`config.mk`:
```
export PLATFORM = sky130hd
export DESIGN_NAME = axis_home_return_sequencer
export DESIGN_NICKNAME = d
export VERILOG_FILES = /design/src/hw/home_return_pkg.sv /design/src/hw/axis_home_fsm.sv /design/src/hw/axis_home_return_sequencer.sv
export VERILOG_INCLUDE_DIRS = /design/src /design/src/hw
export SDC_FILE = /design/constraint.sdc
export NUM_CORES = 1
export LEC_CHECK = 0
export BUFFER_PORTS_ARGS = -buffer_cell sky130_fd_sc_hd__buf_2
export CORE_ASPECT_RATIO = 2
export CORE_MARGIN = 1
export CORE_UTILIZATION = 57
export CTS_BUF_LIST = sky130_fd_sc_hd__clkbuf_8
export CTS_CLUSTER_SIZE = 8
export DETAILED_ROUTE_END_ITERATION = 10
export PLACE_DENSITY = 0.83
export SKIP_CTS_REPAIR_TIMING = 1
export SYNTH_ARGS = -nofsm -noshare
export SYNTH_HDL_FRONTEND = slang
export SYNTH_SLANG_ARGS = --single-unit
```
`constraint.sdc`:
```
create_clock -name clk -period 4.6 [get_ports clk]
set_input_delay 0.23 -clock clk [delete_from_list [all_inputs] [get_ports clk]]
set_output_delay 0.23 -clock clk [all_outputs]
set_load 0.05 [all_outputs]
```
`src/hw/home_return_params.svh`:
```
// Offsets, field positions, reset values and timing counts for the home-return sequencer.
`ifndef HOME_RETURN_PARAMS_SVH
`define HOME_RETURN_PARAMS_SVH
`define HR_ADDR_W 4
`define HR_OFF_RET_TYPE 4'h0
`define HR_OFF_SHARED 4'h1
`define HR_OFF_DEC_LVL 4'h2
`define HR_OFF_DIR 4'h3
`define HR_OFF_CMD 4'h4
`define HR_OFF_STATUS 4'h5
`define HR_OFF_BUSY 4'h6
`define HR_CMD_POS_BIT 0
`define HR_CMD_NEG_BIT 1
`define HR_CMD_MODE_BIT 2
`define HR_RST_CFG 8'h00
`define HR_SHARED_AXES 4
`define HR_STOP_TIME_US 10
`define HR_CLK_MHZ 25
`define HR_STOP_CYCLES ((`HR_STOP_TIME_US * `HR_CLK_MHZ) < 1 ? 1 : (`HR_STOP_TIME_US * `HR_CLK_MHZ))
`endif

```
`src/hw/home_return_pkg.sv`:
```
// Types shared by the home-return sequencer files.
package home_return_pkg;
   typedef enum logic [2:0] {
      ST_IDLE = 3'b000,
      ST_RAPID = 3'b001,
      ST_SLOW = 3'b010,
      ST_ZERO = 3'b011,
      ST_STOP_REV = 3'b100,
      ST_SECOND = 3'b101,
      ST_SECOND_OFF = 3'b110
   } hr_state_t;
   typedef enum logic [1:0] {
      SPD_STOP = 2'b00,
      SPD_LOW = 2'b01,
      SPD_RAPID = 2'b10
   } hr_speed_t;
endpackage

```
`src/hw/axis_home_fsm.sv`:
```
// One axis home-return state machine.
`timescale 1ns/1ps
`default_nettype none
`include "home_return_params.svh"
module axis_home_fsm
   import home_return_pkg::*;
#(
   parameter int STOP_CYCLES = `HR_STOP_CYCLES,
   parameter bit SHARED_OK = 1'b1
) (
   input wire logic clk,
   input wire logic rstn,
   input wire logic ce,
   input wire logic start,
   input wire logic start_neg,
   input wire logic abort,
   input wire logic ret_type_c,
   input wire logic shared_sw,
   input wire logic dec_level,
   input wire logic dir_neg,
   input wire logic decel_in,
   input wire logic zero_in,
   output logic busy_r,
   output logic done_r,
   output hr_speed_t speed_r,
   output logic dir_r
);
   hr_state_t state_r, state_nxt;
   logic busy_nxt, done_nxt, dir_nxt;
   hr_speed_t speed_nxt;
   logic dec_act, dec_prev_r, zero_prev_r, shared_eff;
   logic [15:0] cnt_r, cnt_nxt;
   // Both levels selected by the level bit, applied combinationally throughout the return.
   assign dec_act = decel_in ^ ~dec_level;
   assign shared_eff = shared_sw & SHARED_OK;
   always_comb begin
      state_nxt = state_r;
      busy_nxt = busy_r;
      done_nxt = done_r;
      speed_nxt = speed_r;
      dir_nxt = dir_r;
      cnt_nxt = cnt_r;
      if (abort) begin
         // A stop count cut short here must not shorten the next type C stop.
         state_nxt = ST_IDLE;
         busy_nxt = 1'b0;
         speed_nxt = SPD_STOP;
         cnt_nxt = 16'h0000;
      end else begin
         case (state_r)
            ST_IDLE: begin
               if (start) begin
                  // Key direction is ignored; the configured direction wins.
                  state_nxt = ST_RAPID;
                  busy_nxt = 1'b1;
                  done_nxt = 1'b0;
                  speed_nxt = SPD_RAPID;
                  dir_nxt = dir_neg;
                  cnt_nxt = 16'h0000;
               end
            end
            ST_RAPID: begin
               if (dec_act && !dec_prev_r) begin
                  if (ret_type_c) begin
                     state_nxt = ST_STOP_REV;
                  end else begin
                     state_nxt = ST_SLOW;
                     speed_nxt = SPD_LOW;
                  end
               end
            end
            ST_SLOW: begin
               if (!dec_act) begin
                  state_nxt = ST_ZERO;
               end
            end
            ST_ZERO: begin
               if (shared_eff ? (dec_act && !dec_prev_r) : (zero_in != zero_prev_r)) begin
                  state_nxt = ST_IDLE;
                  speed_nxt = SPD_STOP;
                  busy_nxt = 1'b0;
                  done_nxt = 1'b1;
               end
            end
            ST_STOP_REV: begin
               if (cnt_r != 16'h0000) begin
                  cnt_nxt = cnt_r - 16'h0001;
                  speed_nxt = SPD_STOP;
               end else if (!dec_act && speed_r == SPD_RAPID) begin
                  speed_nxt = SPD_STOP;
                  cnt_nxt = 16'(STOP_CYCLES);
               end else if (speed_r == SPD_STOP) begin
                  dir_nxt = ~dir_r;
                  speed_nxt = SPD_LOW;
                  state_nxt = ST_SECOND;
               end
            end
            ST_SECOND: begin
               if (dec_act) begin
                  state_nxt = shared_eff ? ST_SECOND_OFF : ST_SLOW;
               end
            end
            ST_SECOND_OFF: begin
               if (!dec_act) begin
                  state_nxt = ST_IDLE;
                  speed_nxt = SPD_STOP;
                  busy_nxt = 1'b0;
                  done_nxt = 1'b1;
               end
            end
            default: begin
               state_nxt = ST_IDLE;
            end
         endcase
      end
   end
   always_ff @(posedge clk) begin
      if (!rstn) begin
         state_r <= ST_IDLE;
         busy_r <= 1'b0;
         done_r <= 1'b0;
         speed_r <= SPD_STOP;
         dir_r <= 1'b0;
         cnt_r <= 16'h0000;
         dec_prev_r <= 1'b0;
         zero_prev_r <= 1'b0;
      end else if (ce) begin
         state_r <= state_nxt;
         busy_r <= busy_nxt;
         done_r <= done_nxt;
         speed_r <= speed_nxt;
         dir_r <= dir_nxt;
         cnt_r <= cnt_nxt;
         dec_prev_r <= dec_act;
         zero_prev_r <= zero_in;
      end
   end
   a_done_stop: assert property (@(posedge clk) disable iff (!rstn)
      $rose(done_r) |-> speed_r == SPD_STOP && !busy_r)
      else $error("done set while moving");
   a_start_rapid: assert property (@(posedge clk) disable iff (!rstn)
      (ce && state_r == ST_IDLE && start && !abort) |=> speed_r == SPD_RAPID && dir_r == $past(dir_neg) && !done_r)
      else $error("start did not launch rapid");
   a_abort_stop: assert property (@(posedge clk) disable iff (!rstn)
      (ce && abort) |=> !busy_r && speed_r == SPD_STOP && cnt_r == 16'h0000)
      else $error("abort left the axis moving");
   a_b_decel_low: assert property (@(posedge clk) disable iff (!rstn)
      (ce && !abort && state_r == ST_RAPID && !ret_type_c && dec_act && !dec_prev_r) |=> speed_r == SPD_LOW)
      else $error("type B did not slow on decel");
   a_c_pass_rapid: assert property (@(posedge clk) disable iff (!rstn)
      (ce && !abort && state_r == ST_RAPID && ret_type_c && dec_act && !dec_prev_r) |=> speed_r == SPD_RAPID)
      else $error("type C left rapid early");
   a_zero_edge: assert property (@(posedge clk) disable iff (!rstn)
      (ce && !abort && state_r == ST_ZERO && !shared_eff && zero_in != zero_prev_r) |=> done_r)
      else $error("zero edge missed");
   a_shared_second: assert property (@(posedge clk) disable iff (!rstn)
      (ce && !abort && state_r == ST_ZERO && shared_eff && dec_act && !dec_prev_r) |=> done_r && speed_r == SPD_STOP)
      else $error("shared second activation missed");
   a_c_shared_stop: assert property (@(posedge clk) disable iff (!rstn)
      (ce && !abort && state_r == ST_SECOND_OFF && !dec_act) |=> done_r)
      else $error("type C shared stop missed");
   a_done_hold: assert property (@(posedge clk) disable iff (!rstn)
      (done_r && !(ce && start && state_r == ST_IDLE)) |=> done_r)
      else $error("done dropped without restart");
   a_reverse_dir: assert property (@(posedge clk) disable iff (!rstn)
      (ce && !abort && state_r == ST_STOP_REV && cnt_r == 16'h0000 && speed_r == SPD_STOP) |=> dir_r != $past(dir_r))
      else $error("type C did not reverse");
endmodule
`default_nettype wire

```
`src/hw/axis_home_return_sequencer.sv`:
```
// Five-axis home-return sequencer top with its register port.
// Summary of operation
// - All settings clear: type B, separate, active low.
// - Jog key in home mode starts rapid travel.
// - Type B separate: decel active drops to low.
// - Decel release, then zero edge stops, sets done.
// - Type B shared switch, active-low proximity input.
// - Shared first activation drops to low speed.
// - Shared first release starts zero watching.
// - Shared second activation stops, sets done.
// - Type C setting selects type C separate.
// - Type C passes switch, stops, reverses, slow.
// - Type C separate: second pass then zero edge.
// - Type C with shared proximity switch.
// - Type C shared: second release stops immediately.
// - Shared switch only on first four axes.
// - Direction bit one means negative travel.
// - Level bit one makes decel active high.
`timescale 1ns/1ps
`default_nettype none
`include "home_return_params.svh"
module axis_home_return_sequencer
   import home_return_pkg::*;
#(
   parameter int AXES = 5,
   parameter int STOP_CYCLES = `HR_STOP_CYCLES
) (
   input wire logic clk,
   input wire logic rstn,
   input wire logic ce,
   input wire logic [`HR_ADDR_W-1:0] addr,
   input wire logic [7:0] wdata,
   input wire logic wr,
   input wire logic rd,
   output logic [7:0] rdata_r,
   input wire logic [AXES-1:0] decel_in,
   input wire logic [AXES-1:0] zero_pulse_input,
   output logic [AXES-1:0] home_done,
   output logic [AXES-1:0] axis_busy,
   output logic [AXES-1:0] axis_dir,
   output logic [2*AXES-1:0] axis_speed
);
   logic [7:0] type_r, type_nxt, shared_r, shared_nxt, lvl_r, lvl_nxt, dir_r, dir_nxt, mode_r, mode_nxt;
   logic [7:0] rdata_nxt, start_r, start_nxt;
   logic [AXES-1:0] busy_w, done_w;
   ///////////////////////////////////////////////////////////////////////////
   always_comb begin
      type_nxt = type_r;
      shared_nxt = shared_r;
      lvl_nxt = lvl_r;
      dir_nxt = dir_r;
      mode_nxt = mode_r;
      start_nxt = 8'h00;
      rdata_nxt = 8'h00;
      if (wr) begin
         if (addr == `HR_OFF_RET_TYPE) begin
            type_nxt = wdata;
         end else if (addr == `HR_OFF_SHARED) begin
            shared_nxt = wdata & 8'h0F;
         end else if (addr == `HR_OFF_DEC_LVL) begin
            lvl_nxt = wdata;
         end else if (addr == `HR_OFF_DIR) begin
            dir_nxt = wdata;
         end else if (addr == `HR_OFF_CMD) begin
            mode_nxt = {7'h00, wdata[`HR_CMD_MODE_BIT]};
            // Either jog key launches the selected axis, only in home mode.
            if (wdata[`HR_CMD_MODE_BIT] && (wdata[`HR_CMD_POS_BIT] || wdata[`HR_CMD_NEG_BIT])) begin
               start_nxt = {5'h00, wdata[7:5]} < 8'(AXES) ? (8'h01 << wdata[7:5]) : 8'h00;
            end
         end
      end
      if (rd) begin
         if (addr == `HR_OFF_RET_TYPE) begin
            rdata_nxt = type_r;
         end else if (addr == `HR_OFF_SHARED) begin
            rdata_nxt = shared_r;
         end else if (addr == `HR_OFF_DEC_LVL) begin
            rdata_nxt = lvl_r;
         end else if (addr == `HR_OFF_DIR) begin
            rdata_nxt = dir_r;
         end else if (addr == `HR_OFF_CMD) begin
            rdata_nxt = mode_r;
         end else if (addr == `HR_OFF_STATUS) begin
            rdata_nxt = 8'(done_w);
         end else if (addr == `HR_OFF_BUSY) begin
            rdata_nxt = 8'(busy_w);
         end else begin
            rdata_nxt = 8'h00;
         end
      end
   end
   always_ff @(posedge clk) begin
      if (!rstn) begin
         type_r <= `HR_RST_CFG;
         shared_r <= `HR_RST_CFG;
         lvl_r <= `HR_RST_CFG;
         dir_r <= `HR_RST_CFG;
         mode_r <= `HR_RST_CFG;
         start_r <= 8'h00;
         rdata_r <= 8'h00;
      end else if (ce) begin
         type_r <= type_nxt;
         shared_r <= shared_nxt;
         lvl_r <= lvl_nxt;
         dir_r <= dir_nxt;
         mode_r <= mode_nxt;
         start_r <= start_nxt;
         rdata_r <= rdata_nxt;
      end
   end
   ///////////////////////////////////////////////////////////////////////////
   // Leaving home mode aborts any running return; done flags stay.
   genvar g;
   generate
      for (g = 0; g < AXES; g++) begin : g_axis
         hr_speed_t spd;
         axis_home_fsm #(
            .STOP_CYCLES(STOP_CYCLES),
            .SHARED_OK(g < `HR_SHARED_AXES)
         ) u_fsm (
            .clk(clk),
            .rstn(rstn),
            .ce(ce),
            .start(start_r[g]),
            .start_neg(1'b0),
            .abort(~mode_r[0]),
            .ret_type_c(type_r[g]),
            .shared_sw(shared_r[g]),
            .dec_level(lvl_r[g]),
            .dir_neg(dir_r[g]),
            .decel_in(decel_in[g]),
            .zero_in(zero_pulse_input[g]),
            .busy_r(busy_w[g]),
            .done_r(done_w[g]),
            .speed_r(spd),
            .dir_r(axis_dir[g])
         );
         assign axis_speed[2*g+1:2*g] = spd;
      end
   endgenerate
   assign home_done = done_w;
   assign axis_busy = busy_w;
   a_status_read: assert property (@(posedge clk) disable iff (!rstn)
      (ce && rd && addr == `HR_OFF_STATUS) |=> rdata_r == 8'($past(done_w)))
      else $error("status read wrong");
   a_shared_mask: assert property (@(posedge clk) disable iff (!rstn) shared_r[7:4] == 4'h0)
      else $error("shared bit beyond fourth axis");
endmodule
`default_nettype wire

```
== Word-level counts from Yosys, hierarchy flattened ==
Cells that the tools add are included.

* Multiplexer cells: 229
* Reduce and logical (&&, ||, !) cells: 83
* Order comparisons: 1
* Shift-type cells: 1
* Eq/ne operators: 151
* Add/sub/neg operators: 5
* Bitwise gates (word level): 19

{| class="wikitable"
|+ Operators with widths
! operator !! number
|-
| 16-bit 2-to-1 mux || 20
|-
| 3-bit 2-to-1 mux || 59
|-
| 16-bit case mux with 2 select lines || 5
|-
| 3-bit case mux with 7 select lines || 5
|-
| 2-bit 2-to-1 mux || 45
|-
| 3-bit inequality test, second input constant || 30
|-
| 16-bit nonzero test || 5
|-
| 16-bit by 1-bit subtractor with 16-bit output, second input constant || 5
|-
| 3-bit by 2-bit inequality test with 1-bit output, second input constant || 20
|-
| 1-bit 2-to-1 mux || 59
|-
| 5-bit 2-to-1 mux || 11
|-
| 2-bit case mux with 5 select lines || 5
|-
| 10-bit AND reduction || 5
|-
| 3-bit equality test, second input constant || 15
|-
| 7-bit AND reduction || 6
|-
| 8-bit 2-to-1 mux || 5
|-
| 2-bit inequality test, second input constant || 20
|-
| 8-bit AND reduction || 5
|-
| 6-bit AND reduction || 6
|-
| 3-bit by 2-bit equality test with 1-bit output, second input constant || 10
|-
| 6-bit by 1-bit inequality test with 1-bit output, second input constant || 5
|-
| 1-bit case mux with 3 select lines || 10
|-
| 5-bit AND reduction || 6
|-
| 5-bit by 2-bit inequality test with 1-bit output, second input constant || 5
|-
| 25 further kinds || 122
|}

* Output and inout port bits: 33
* Input bits: 27
* Logic and storage cells: 536
* Bits in registers: 172

== Depth between registers and ports, before layout ==
Gate-level depths: netlist of run 1.

* Word-level depth: 9
* Mapped depth: 10
* Mapped depth without buffers: 8

== Hierarchy ==
A second synthesis of run 1 with hierarchy kept.

* Cell total of the unflattened synthesis: 1311
* Area, all modules: 10590.2 um^2

{| class="wikitable"
|+ Modules (own cells, without submodules)
! module !! instances !! sequential area each (um^2) !! area each (um^2) !! cells each
|-
| axis_home_fsm at g_axis[2].u_fsm ... || 2 || 520.5 || 1676.6 || 209
|-
| axis_home_return_sequencer || 1 || 840.8 || 1965.6 || 235
|-
| axis_home_fsm at g_axis[4].u_fsm || 1 || 520.5 || 1958.1 || 241
|-
| axis_home_fsm at g_axis[0].u_fsm || 1 || 520.5 || 1669.1 || 210
|-
| axis_home_fsm at g_axis[1].u_fsm || 1 || 520.5 || 1644.1 || 207
|}

== Worst setup path after synthesis of run 1 ==
OpenSTA, ideal clock, no wires.

* Kind: register -> register
* Start point: register g_axis[3].u_fsm.cnt_r[0]
* End point: register g_axis[3].u_fsm.cnt_r[3]
* Period minus slack after synthesis: 2665 ps
* Arrival: 2547 ps
* Stages on the path, launching flop included: 10
* Path buffers: 1
* Library setup time: 119 ps
* Required time: 4481 ps
* Setup slack: 1935 ps
* Cells stage by stage: dfxtp_1 -> inv_1 -> ha_1 -> or3b_2 -> or4_4 -> nor4b_4 -> or2_4 -> buf_6 -> a21oi_1 -> o221a_1

* Word-level cells in the longest chain between the ends: 4
* Elaborated cells between the ends (all ways): 7
* Classes of those cells: add/sub: 1; eq/ne: 1; mux: 3; reduce/logical: 2

{| class="wikitable"
|+ RTL lines
! element !! RTL line !! source
|-
| start: declaration || axis_home_fsm.sv:32 || <nowiki>logic [15:0] cnt_r, cnt_nxt;</nowiki>
|-
| start signal: assignment || axis_home_fsm.sv:133 || <nowiki>cnt_r <= cnt_nxt;</nowiki>
|-
| 16-bit by 1-bit subtractor with 16-bit output / 16-bit nonzero test (equally long branches) || axis_home_fsm.sv:87, axis_home_fsm.sv:86 ||
|-
| 16-bit 2-to-1 mux || axis_home_fsm.sv:86 || <nowiki>if (cnt_r != 16'h0000) begin</nowiki>
|-
| 16-bit case mux with 2 select lines || axis_home_fsm.sv:50 || <nowiki>case (state_r)</nowiki>
|-
| 16-bit 2-to-1 mux || axis_home_fsm.sv:43 || <nowiki>if (abort) begin</nowiki>
|}

Parallel ways exist; a longest one is shown, timed or not.
A chain may end at the register's enable or synchronous reset.

== Final worst setup path of run 1 ==
* Start point: register g_axis[4].u_fsm.cnt_r[2]
* End point: register g_axis[4].u_fsm.cnt_r[10]

* Word-level cells in the longest chain between the ends: 4
* Elaborated cells between the ends (all ways): 7
* Classes of those cells: add/sub: 1; eq/ne: 1; mux: 3; reduce/logical: 2

{| class="wikitable"
|+ RTL lines
! element !! RTL line
|-
| start: declaration || axis_home_fsm.sv:32
|-
| start signal: assignment || axis_home_fsm.sv:133
|-
| 16-bit by 1-bit subtractor with 16-bit output / 16-bit nonzero test (equally long branches) || axis_home_fsm.sv:87, axis_home_fsm.sv:86
|-
| 16-bit 2-to-1 mux || axis_home_fsm.sv:86
|-
| 16-bit case mux with 2 select lines || axis_home_fsm.sv:50
|-
| 16-bit 2-to-1 mux || axis_home_fsm.sv:43
|}

Parallel ways exist; a longest one is shown, timed or not.

==> results.txt, run 1 <==
Worst EP required -> 5.01 ns
CP Data Arrival Time -> 3.58 ns
Vias in the first global route -> 9,303
Setup violators final -> 0
Chip height -> 188 um
Antenna-violating nets left -> 0
RSZ-0062 raised after global routing -> no
CTS tree -> yes
Yosys reg bits -> 172
Clk buf depth -> 2
Top post-synthesis cells by count -> 172 x dfxtp_1, 171 x nor2_1, 111 x a21oi_1, 97 x nand2_1, 59 x clkbuf_1
GP Congestion -> 0.903
Clk slew on worst S/H paths -> 0.10 ns
Placed cell areas -> 10,000 um^2
Worst rel slew slack -> 34.1%
Starting Density -> 58.5%
Area Overhead vs Synth -> 6.55%
Setup TNS -> 0 ns
Iter 0 DRT Violations -> 621
# DRC -> 0
Tot GR Track Use -> 30.6%
IO Count -> 60
Design Area, Final -> 10,500 um^2
Gate count after technology mapping -> 1,250
Seq/Total Area, Yosys -> 35.1%
Crit Path Category -> register to register
Die Width -> 94.8 um
Delay-heaviest family, CP -> simple AND/OR/NAND/NOR gates
Max Fclk -> 0.315 GHz
Routed vias/inst -> 6.41
CP peak stage delay -> 0.70 ns
Clock Tree Root -> clkbuf_8
Core Box Area -> 16,800 um^2
Final slew viol count -> 0
EDFF count, synth -> 0
Post-DR wirelength/cell -> 17.7 um
Cell Pwr Density -> 304 nW/um^2
# port buffers -> 59
First-pass GRT wire length -> 43.4 mm
Fin. Hold Viols -> 0
Worst r2r src -> g_axis[4].u_fsm.cnt_r[2]$_SDFFE_PN0P_
Leak -> 3.96 nW
CP Capture Type -> register
Run status -> finished, final reports clean
Htree depth -> 4
VDD IR max -> 0.000233 V
Mapped Nets -> 1,283
Clk_lat worst skew -> 0.47 ns
Post-synth top area cell -> dfxtp_1
Initial antenna violation count -> 0
R2R Setup Slk -> 1.43 ns
Worst Min Path Start -> zero_pulse_input[1]
Slew @ Worst Pin -> 0.980 ns
Crit path launch type -> register
Fin crit period -> 3.17 ns
Avg Cell Area, Syn -> 7.85 um^2
HPWL after DPL -> 18.2 mm
Total grt overflow -> 0
Largest net degree at the start of global routing -> 61
Fin util -> 62.4%
Ant. Diodes -> 0
Clock skew -> 0.0140 ns
Crit-path slowest cell -> nor4_2
Hold crit path type -> input pin to register
Final period utilization -> 69.0%
Layout Nets -> 1,284
DRT Wirelength -> 26.0 mm
Row count -> 67
Ys flop type -> dfxtp_1
Max_cap viols -> 0
Top cells by area, synth -> dfxtp_1 35%, nor2_1 6.5%, a21oi_1 5.7%
Post-synth top area share -> 35.1%
Die ar. -> 17,800 um^2
Yosys warning count -> 0
Drt pass-1 iters -> 6
Sink Count -> 172
DR vias -> 9,435
Layout cell share with drive strength beyond 1 -> 11.2%
Worst Path Max Fanout -> 16
Most common cell in the netlist -> dfxtp_1
Cell mode on critical path -> nor4_2
Async set-or-reset flop fraction in the synthesized netlist -> 0%
Buffers & Inverters on Critical Path -> 0
Critical Path Start -> g_axis[4].u_fsm.cnt_r[2]$_SDFFE_PN0P_
Critical-path cell list -> nor4_2 > nand4b_1 > nor4_2 > or2_0 > o21ai_1 > nor2_1
Cts bufs inserted -> 17
Netlist cell types -> 82
Synth Cell Area -> 9810 um^2
[final timing paths]
path / end / depth (start not counted)
min reg2reg: rdata_r[2]$_SDFFE_PN0P_ / 2
max: g_axis[4].u_fsm.cnt_r[10]$_SDFFE_PN0P_ / 6
min: g_axis[1].u_fsm.zero_prev_r$_SDFFE_PN0P_ / 3
max reg2reg: g_axis[4].u_fsm.cnt_r[10]$_SDFFE_PN0P_ / 6
[placed cells by master (no fill, tap or decap), types with 4 or more instances in the layout]
| cell type | count |
|---|---|
| ha_1 | 6 |
| inv_1 | 42 |
| and3_1 | 5 |
| o221a_2 | 15 |
| clkbuf_8 | 18 |
| o31ai_1 | 16 |
| nor4_1 | 30 |
| a211oi_1 | 7 |
| mux2_2 | 4 |
| buf_2 | 59 |
| o211ai_1 | 14 |
| mux2i_1 | 55 |
| xnor2_1 | 31 |
| a22oi_1 | 6 |
| nor3b_1 | 10 |
| o41ai_1 | 4 |
| a31oi_1 | 19 |
| or4_1 | 16 |
| nand4b_1 | 4 |
| a211o_1 | 6 |
| o21ai_0 | 45 |
| dfxtp_1 | 172 |
| xor2_1 | 18 |
| nor3_1 | 44 |
| or2_2 | 5 |
| o22ai_1 | 12 |
| nand4_1 | 18 |
| bufinv_16 | 4 |
| buf_4 | 8 |
| nand2b_1 | 20 |
| a311oi_1 | 5 |
| or3_1 | 17 |
| or3b_2 | 5 |
| nor2b_1 | 26 |
| o21a_1 | 5 |
| a21oi_1 | 111 |
| nand3_1 | 30 |
| nand2_1 | 97 |
| nor2_1 | 171 |
[per-layer routing]
layer	part of all wire, %	GRT usage, %	up-vias	wire length, um
li1	-	-	4540	-
met1	37	32.3	4387	9610
met2	51	53.0	383	13300
met3	5.8	5.23	125	1490
met4	5.9	21.9	0	1530
met5	0	0	-	0
[final cells by class]
class / count / area [um^2]
clock inverters: 14 / 179
fillers: 1488 / 6310
clock buffers: 18 / 248
repair buffers: 67 / 355
multi-input cells: 951 / 5820
well taps: 207 / 259
flip-flops and latches: 172 / 3440
inverters: 42 / 158
[per-stage QoR]
stage	setup slack (ns)	std cells	power (mW)	hold slack, ns
3_3_place_gp	1.60	1439	2.05	0.452
5_1_grt	1.10	1471	3.32	0.0451
6_report	1.43	1471	3.18	0.0345
2_1_floorplan	1.93	1250	1.95	0.374
4_1_cts	1.45	1471	3.19	0.0218
3_5_place_dp	1.48	1439	2.05	0.457
[tightest hold or removal path, cell delays in order]
cell and delay, ns:
buf_2 0.10, mux2i_1 0.06, nor2_1 0.07
[registers in the layout (all words and copies together), names as in the netlist]
signal	count
dir_r	8
g_axis.u_fsm.busy_r	5
g_axis.u_fsm.cnt_r	80
g_axis.u_fsm.dec_prev_r	5
g_axis.u_fsm.dir_r	5
g_axis.u_fsm.done_r	5
g_axis.u_fsm.speed_r	10
g_axis.u_fsm.state_r	15
g_axis.u_fsm.zero_prev_r	5
lvl_r	8
mode_r	1
rdata_r	8
shared_r	4
start_r	5
type_r	8
[power by group]
part | leakage [nW] | internal [mW] | switching [mW]
Sequential | 1.39 | 1.53 | 0.0379
Combinational | 2.35 | 0.171 | 0.297
Clock | 0.222 | 0.598 | 0.547
Total | 3.96 | 2.29 | 0.881
[cell families after synthesis]
| family | synth area share, % |
|---|---|
| XOR/XNOR | 4.37 |
| buffers and inverters | 5.66 |
| AND/OR/NAND/NOR | 27.1 |
| AO/OA/AOI/OAI | 21.0 |
| adder cells (fa/ha/maj) | 0.765 |
| multiplexers | 6.07 |
| flip-flops | 35.1 |
Power figures use the tool's default switching activity.
==> run 2, diff against run 1 <==
--- a/config.mk
+++ b/config.mk
@@ -6,6 +6,7 @@
 export SDC_FILE = /design/constraint.sdc
 export NUM_CORES = 1
 export LEC_CHECK = 0
+export ABC_AREA = 1
 export BUFFER_PORTS_ARGS = -buffer_cell sky130_fd_sc_hd__buf_2
 export CORE_ASPECT_RATIO = 2
 export CORE_MARGIN = 1
==> constraint.sdc (replaced) <==
create_clock -name clk -period 3.06 [get_ports clk]
set_input_delay 0.153 -clock clk [delete_from_list [all_inputs] [get_ports clk]]
set_output_delay 0.153 -clock clk [all_outputs]
set_load 0.05 [all_outputs]
==> run 2 against run 1 <==
The flow now finishes with violations (negative hold slack). First-iteration DRC count up 4.8%. Highest routed layer unchanged. Non-clock buffer count up 5. Via count up 24%. Flip-flop and latch count unchanged. Final cell count up 41%. Fmax up 40%. Cell area up 12%. Count of clock-buffer cells in the layout unchanged. Critical endpoint is now g_axis[2].u_fsm.cnt_r[2]$_SDFFE_PN0P_. Critical path depth up 3. Synthesized cell count up 43%.
==> results.txt, run 2 <==
DRT Wirelength -> 30.6 mm (was 26.0 mm)
Adder-cell area share of the yosys netlist -> 0.684% (was 0.765%)
Synth Cell Area -> 11,000 um^2 (was 9810 um^2)
Largest net degree at the start of global routing -> 61 (unchanged)
Layout Nets -> 1,844 (was 1,284)
Tot GR Track Use -> 31.9% (was 30.6%)
Seq pwr share -> 45.0% (was 49.2%)
Die Width -> 100 um (was 94.8 um)
Failing checks -> negative hold slack
EDFF count, synth -> 0 (unchanged)
Layout cell share with drive strength beyond 1 -> 8.77% (was 11.2%)
Clock power frac -> 36.4% (was 36.0%)
Fin crit period -> 2.26 ns (was 3.17 ns)
Comb power frac -> 18.6% (was 14.7%)
Clock Tree Root -> clkbuf_8 (unchanged)
Clk slew on worst S/H paths -> 0.10 ns (about the same)
FILL cells -> 1,854 (was 1,488)
WHS -> -0.00465 ns (was 0.0345 ns)
Post-synthesis xor/xnor area fraction -> 1.04% (was 4.37%)
Max Fclk -> 0.442 GHz (was 0.315 GHz)
HPWL after DPL -> 22.5 mm (was 18.2 mm)
Netlist cell types -> 48 (was 82)
Register area -> 3440 um^2 (about the same)
CP Capture Type -> register (unchanged)
Worst rel slew slack -> 51.0% (was 34.1%)
Post-synth top area share -> 31.4% (was 35.1%)
Cell Pwr Density -> 450 nW/um^2 (was 304 nW/um^2)
Ys flop type -> dfxtp_1 (unchanged)
Mux cell area share after synthesis -> 0% (was 6.07%)
Row count -> 71 (was 67)
Final period utilization -> 73.9% (was 69.0%)
Gate count after technology mapping -> 1,790 (was 1,250)
Sw Ratio -> 31.8% (was 27.8%)
Starting Density -> 58.3% (was 58.5%)
Area of the multi-input gates -> 6280 um^2 (was 5820 um^2)
Core Box Area -> 18,800 um^2 (was 16,800 um^2)
CTS tree -> yes (unchanged)
Reg-to-Reg End -> g_axis[2].u_fsm.cnt_r[2]$_SDFFE_PN0P_ (was g_axis[4].u_fsm.cnt_r[10]$_SDFFE_PN0P_)
Top post-synthesis cells by count -> 449 x nand2_1, 290 x nor2_1, 203 x inv_1, 175 x nand3_1, 172 x dfxtp_1 (was 172 x dfxtp_1, 171 x nor2_1, 111 x a21oi_1, 97 x nand2_1, 59 x clkbuf_1)
RSZ-0062 raised after global routing -> no (unchanged)
Area Overhead vs Synth -> 6.97% (was 6.55%)
Ant. Diodes -> 0 (unchanged)
Post-synthesis simple-gate area fraction -> 41.3% (was 27.1%)
Hold crit path type -> input pin to register (unchanged)
Initial antenna violation count -> 0 (unchanged)
Htree depth -> 4 (unchanged)
Critical Path Start -> g_axis[2].u_fsm.state_r[2]$_SDFFE_PN0P_ (was g_axis[4].u_fsm.cnt_r[2]$_SDFFE_PN0P_)
Setup violators final -> 0 (unchanged)
# DRC -> 0 (unchanged)
DR vias -> 11.7k (was 9,435)
Setup TNS -> 0 ns (unchanged)
R2R Setup Slk -> 0.80 ns (was 1.43 ns)
Main combinational cell family by area after synthesis -> simple AND/OR/NAND/NOR gates (unchanged)
Cts bufs inserted -> 17 (unchanged)
Most common cell after layout, fill and taps aside -> nand2_1 (was dfxtp_1)
Worst r2r path cells -> 9 (was 6)
Run status -> finished with violations (was finished, final reports clean)
Most common cell in the netlist -> nand2_1 (was dfxtp_1)
Antenna-violating nets left -> 0 (unchanged)
Setup crit end -> g_axis[2].u_fsm.cnt_r[2]$_SDFFE_PN0P_ (was g_axis[4].u_fsm.cnt_r[10]$_SDFFE_PN0P_)
# port buffers -> 59 (unchanged)
Max reg flops -> 80 (unchanged)
Mapped Nets -> 1,823 (was 1,283)
Top cells by area, synth -> dfxtp_1 31%, nand2_1 15%, nor2_1 9.9% (was dfxtp_1 35%, nor2_1 6.5%, a21oi_1 5.7%)
Crit path launch type -> register (unchanged)
Seq/Total Area, Yosys -> 31.4% (was 35.1%)
Iter 0 DRT Violations -> 651 (was 621)
Top Registers -> g_axis.u_fsm.cnt_r x80, g_axis.u_fsm.state_r x15, g_axis.u_fsm.speed_r x10 (unchanged)
Die ar. -> 19,800 um^2 (was 17,800 um^2)
Worst Min Path Start -> wdata[2] (was zero_pulse_input[1])
VDD IR max -> 0.000305 V (was 0.000233 V)
Slew @ Worst Pin -> 0.732 ns (was 0.980 ns)
Clk buf depth -> 2 (unchanged)
Worst EP required -> 3.44 ns (was 5.01 ns)
Routed vias/inst -> 5.63 (was 6.41)
Crit Path Category -> register to register (unchanged)
First-pass GRT wire length -> 50.6 mm (was 43.4 mm)
Worst r2r src -> g_axis[2].u_fsm.state_r[2]$_SDFFE_PN0P_ (was g_axis[4].u_fsm.cnt_r[2]$_SDFFE_PN0P_)
Max_cap viols -> 0 (unchanged)
Total grt overflow -> 0 (unchanged)
Clk_lat worst skew -> 0.49 ns (was 0.47 ns)
Vias in the first global route -> 11.3k (was 9,303)
Compound-cell area share of the yosys netlist -> 14.2% (was 21.0%)
Async set-or-reset flop fraction in the synthesized netlist -> 0% (unchanged)
Clock skew -> 0.0184 ns (was 0.0140 ns)
Post-synth top area cell -> dfxtp_1 (unchanged)
Worst Path Max Fanout -> 20 (was 16)
Int Power -> 3.60 mW (was 2.29 mW)
Switch Pwr -> 1.68 mW (was 0.881 mW)
Sink Count -> 172 (unchanged)
Yosys reg bits -> 172 (unchanged)
Reg with most FFs -> g_axis.u_fsm.cnt_r (unchanged)
IO Count -> 60 (unchanged)
Most frequent cells in the layout -> 449 x nand2_1, 290 x nor2_1, 203 x inv_1 (was 172 x dfxtp_1, 171 x nor2_1, 111 x a21oi_1)
CP Data Arrival Time -> 2.64 ns (was 3.58 ns)
Chip height -> 198 um (was 188 um)
Yosys warning count -> 0 (unchanged)
Leak -> 5.41 nW (was 3.96 nW)
Final slew viol count -> 0 (unchanged)
Fin. Hold Viols -> 1 (was 0)
Avg Cell Area, Syn -> 6.13 um^2 (was 7.85 um^2)
GP Congestion -> 0.964 (was 0.903)
Drt pass-1 iters -> 5 (was 6)
Post-DR wirelength/cell -> 14.7 um (was 17.7 um)
run 2: logic make-up (layout without fill, tap and decap cells):
family	Yosys count	after routing
simple gates	1025	1025
buf+inv	283	317
flops	172	172
xor+xnor	13	13
compound gates	291	291
fa+ha+maj	6	6
run 2: final cells by class:
class | count | share of cell area [%]
Multi-Input combinational cell | 1335 | 53.5
Sequential cell | 172 | 29.3
Inverter | 213 | 6.85
Timing Repair Buffer | 72 | 3.50
Tap cell | 255 | 2.72
Clock buffer | 18 | 2.11
Clock inverter | 14 | 1.94
run 2: worst min-delay path by stage:
stage                                                           to  slack (ns)  depth (start not counted)
after floorplan           g_axis[0].u_fsm.zero_prev_r$_SDFFE_PN0P_        0.29                          2
after global placement    g_axis[0].u_fsm.zero_prev_r$_SDFFE_PN0P_        0.43                          3
after detailed placement  g_axis[0].u_fsm.zero_prev_r$_SDFFE_PN0P_        0.43                          3
after CTS                 g_axis[0].u_fsm.zero_prev_r$_SDFFE_PN0P_       -0.08                          3
after global routing                         dir_r[6]$_SDFFE_PN0P_       0.006                          3
final                                     shared_r[2]$_SDFFE_PN0P_      -0.005                          3
run 2: stage by stage:
step / util [%] / setup slack, ns / std cells / power [mW] / area [um^2]
CTS: 62.0 / 0.829 / 2072 / 5.29 / 11700
finish: 62.3 / 0.798 / 2079 / 5.29 / 11700
global placement: 59.4 / 0.918 / 2040 / 3.37 / 11200
detailed placement: 59.4 / 0.866 / 2040 / 3.39 / 11200
global route: 62.3 / 0.569 / 2079 / 5.52 / 11700
floorplan: - / 1.30 / 1790 / 3.17 / 11000
run 2: critical path, stage by stage, from the launching register on:
cell and delay (ns):
dfxtp_1 0.48, inv_1 0.14, nand2_1 0.19, inv_2 0.09, a21oi_4 0.20, nand3_2 0.37, inv_1 0.43, nand3_1 0.13
nand2_1 0.10, nor2_1 0.04
run 2: layer usage:
metal	vias to the layer above	wire length [um]	track usage, %
li1	5799	-	-
met1	5353	11100	30.9
met2	412	16300	60.1
met3	144	1320	4.62
met4	0	1810	22.8
met5	-	0	0
run 2: power groups by stage:
stage	Sequential, mW	Combinational [mW]	Clock, mW
after floorplan	2.42	0.749	0
after global placement	2.42	0.943	0
after detailed placement	2.43	0.959	0
after CTS	2.37	0.965	1.95
after global routing	2.39	1.11	2.03
final	2.38	0.985	1.92
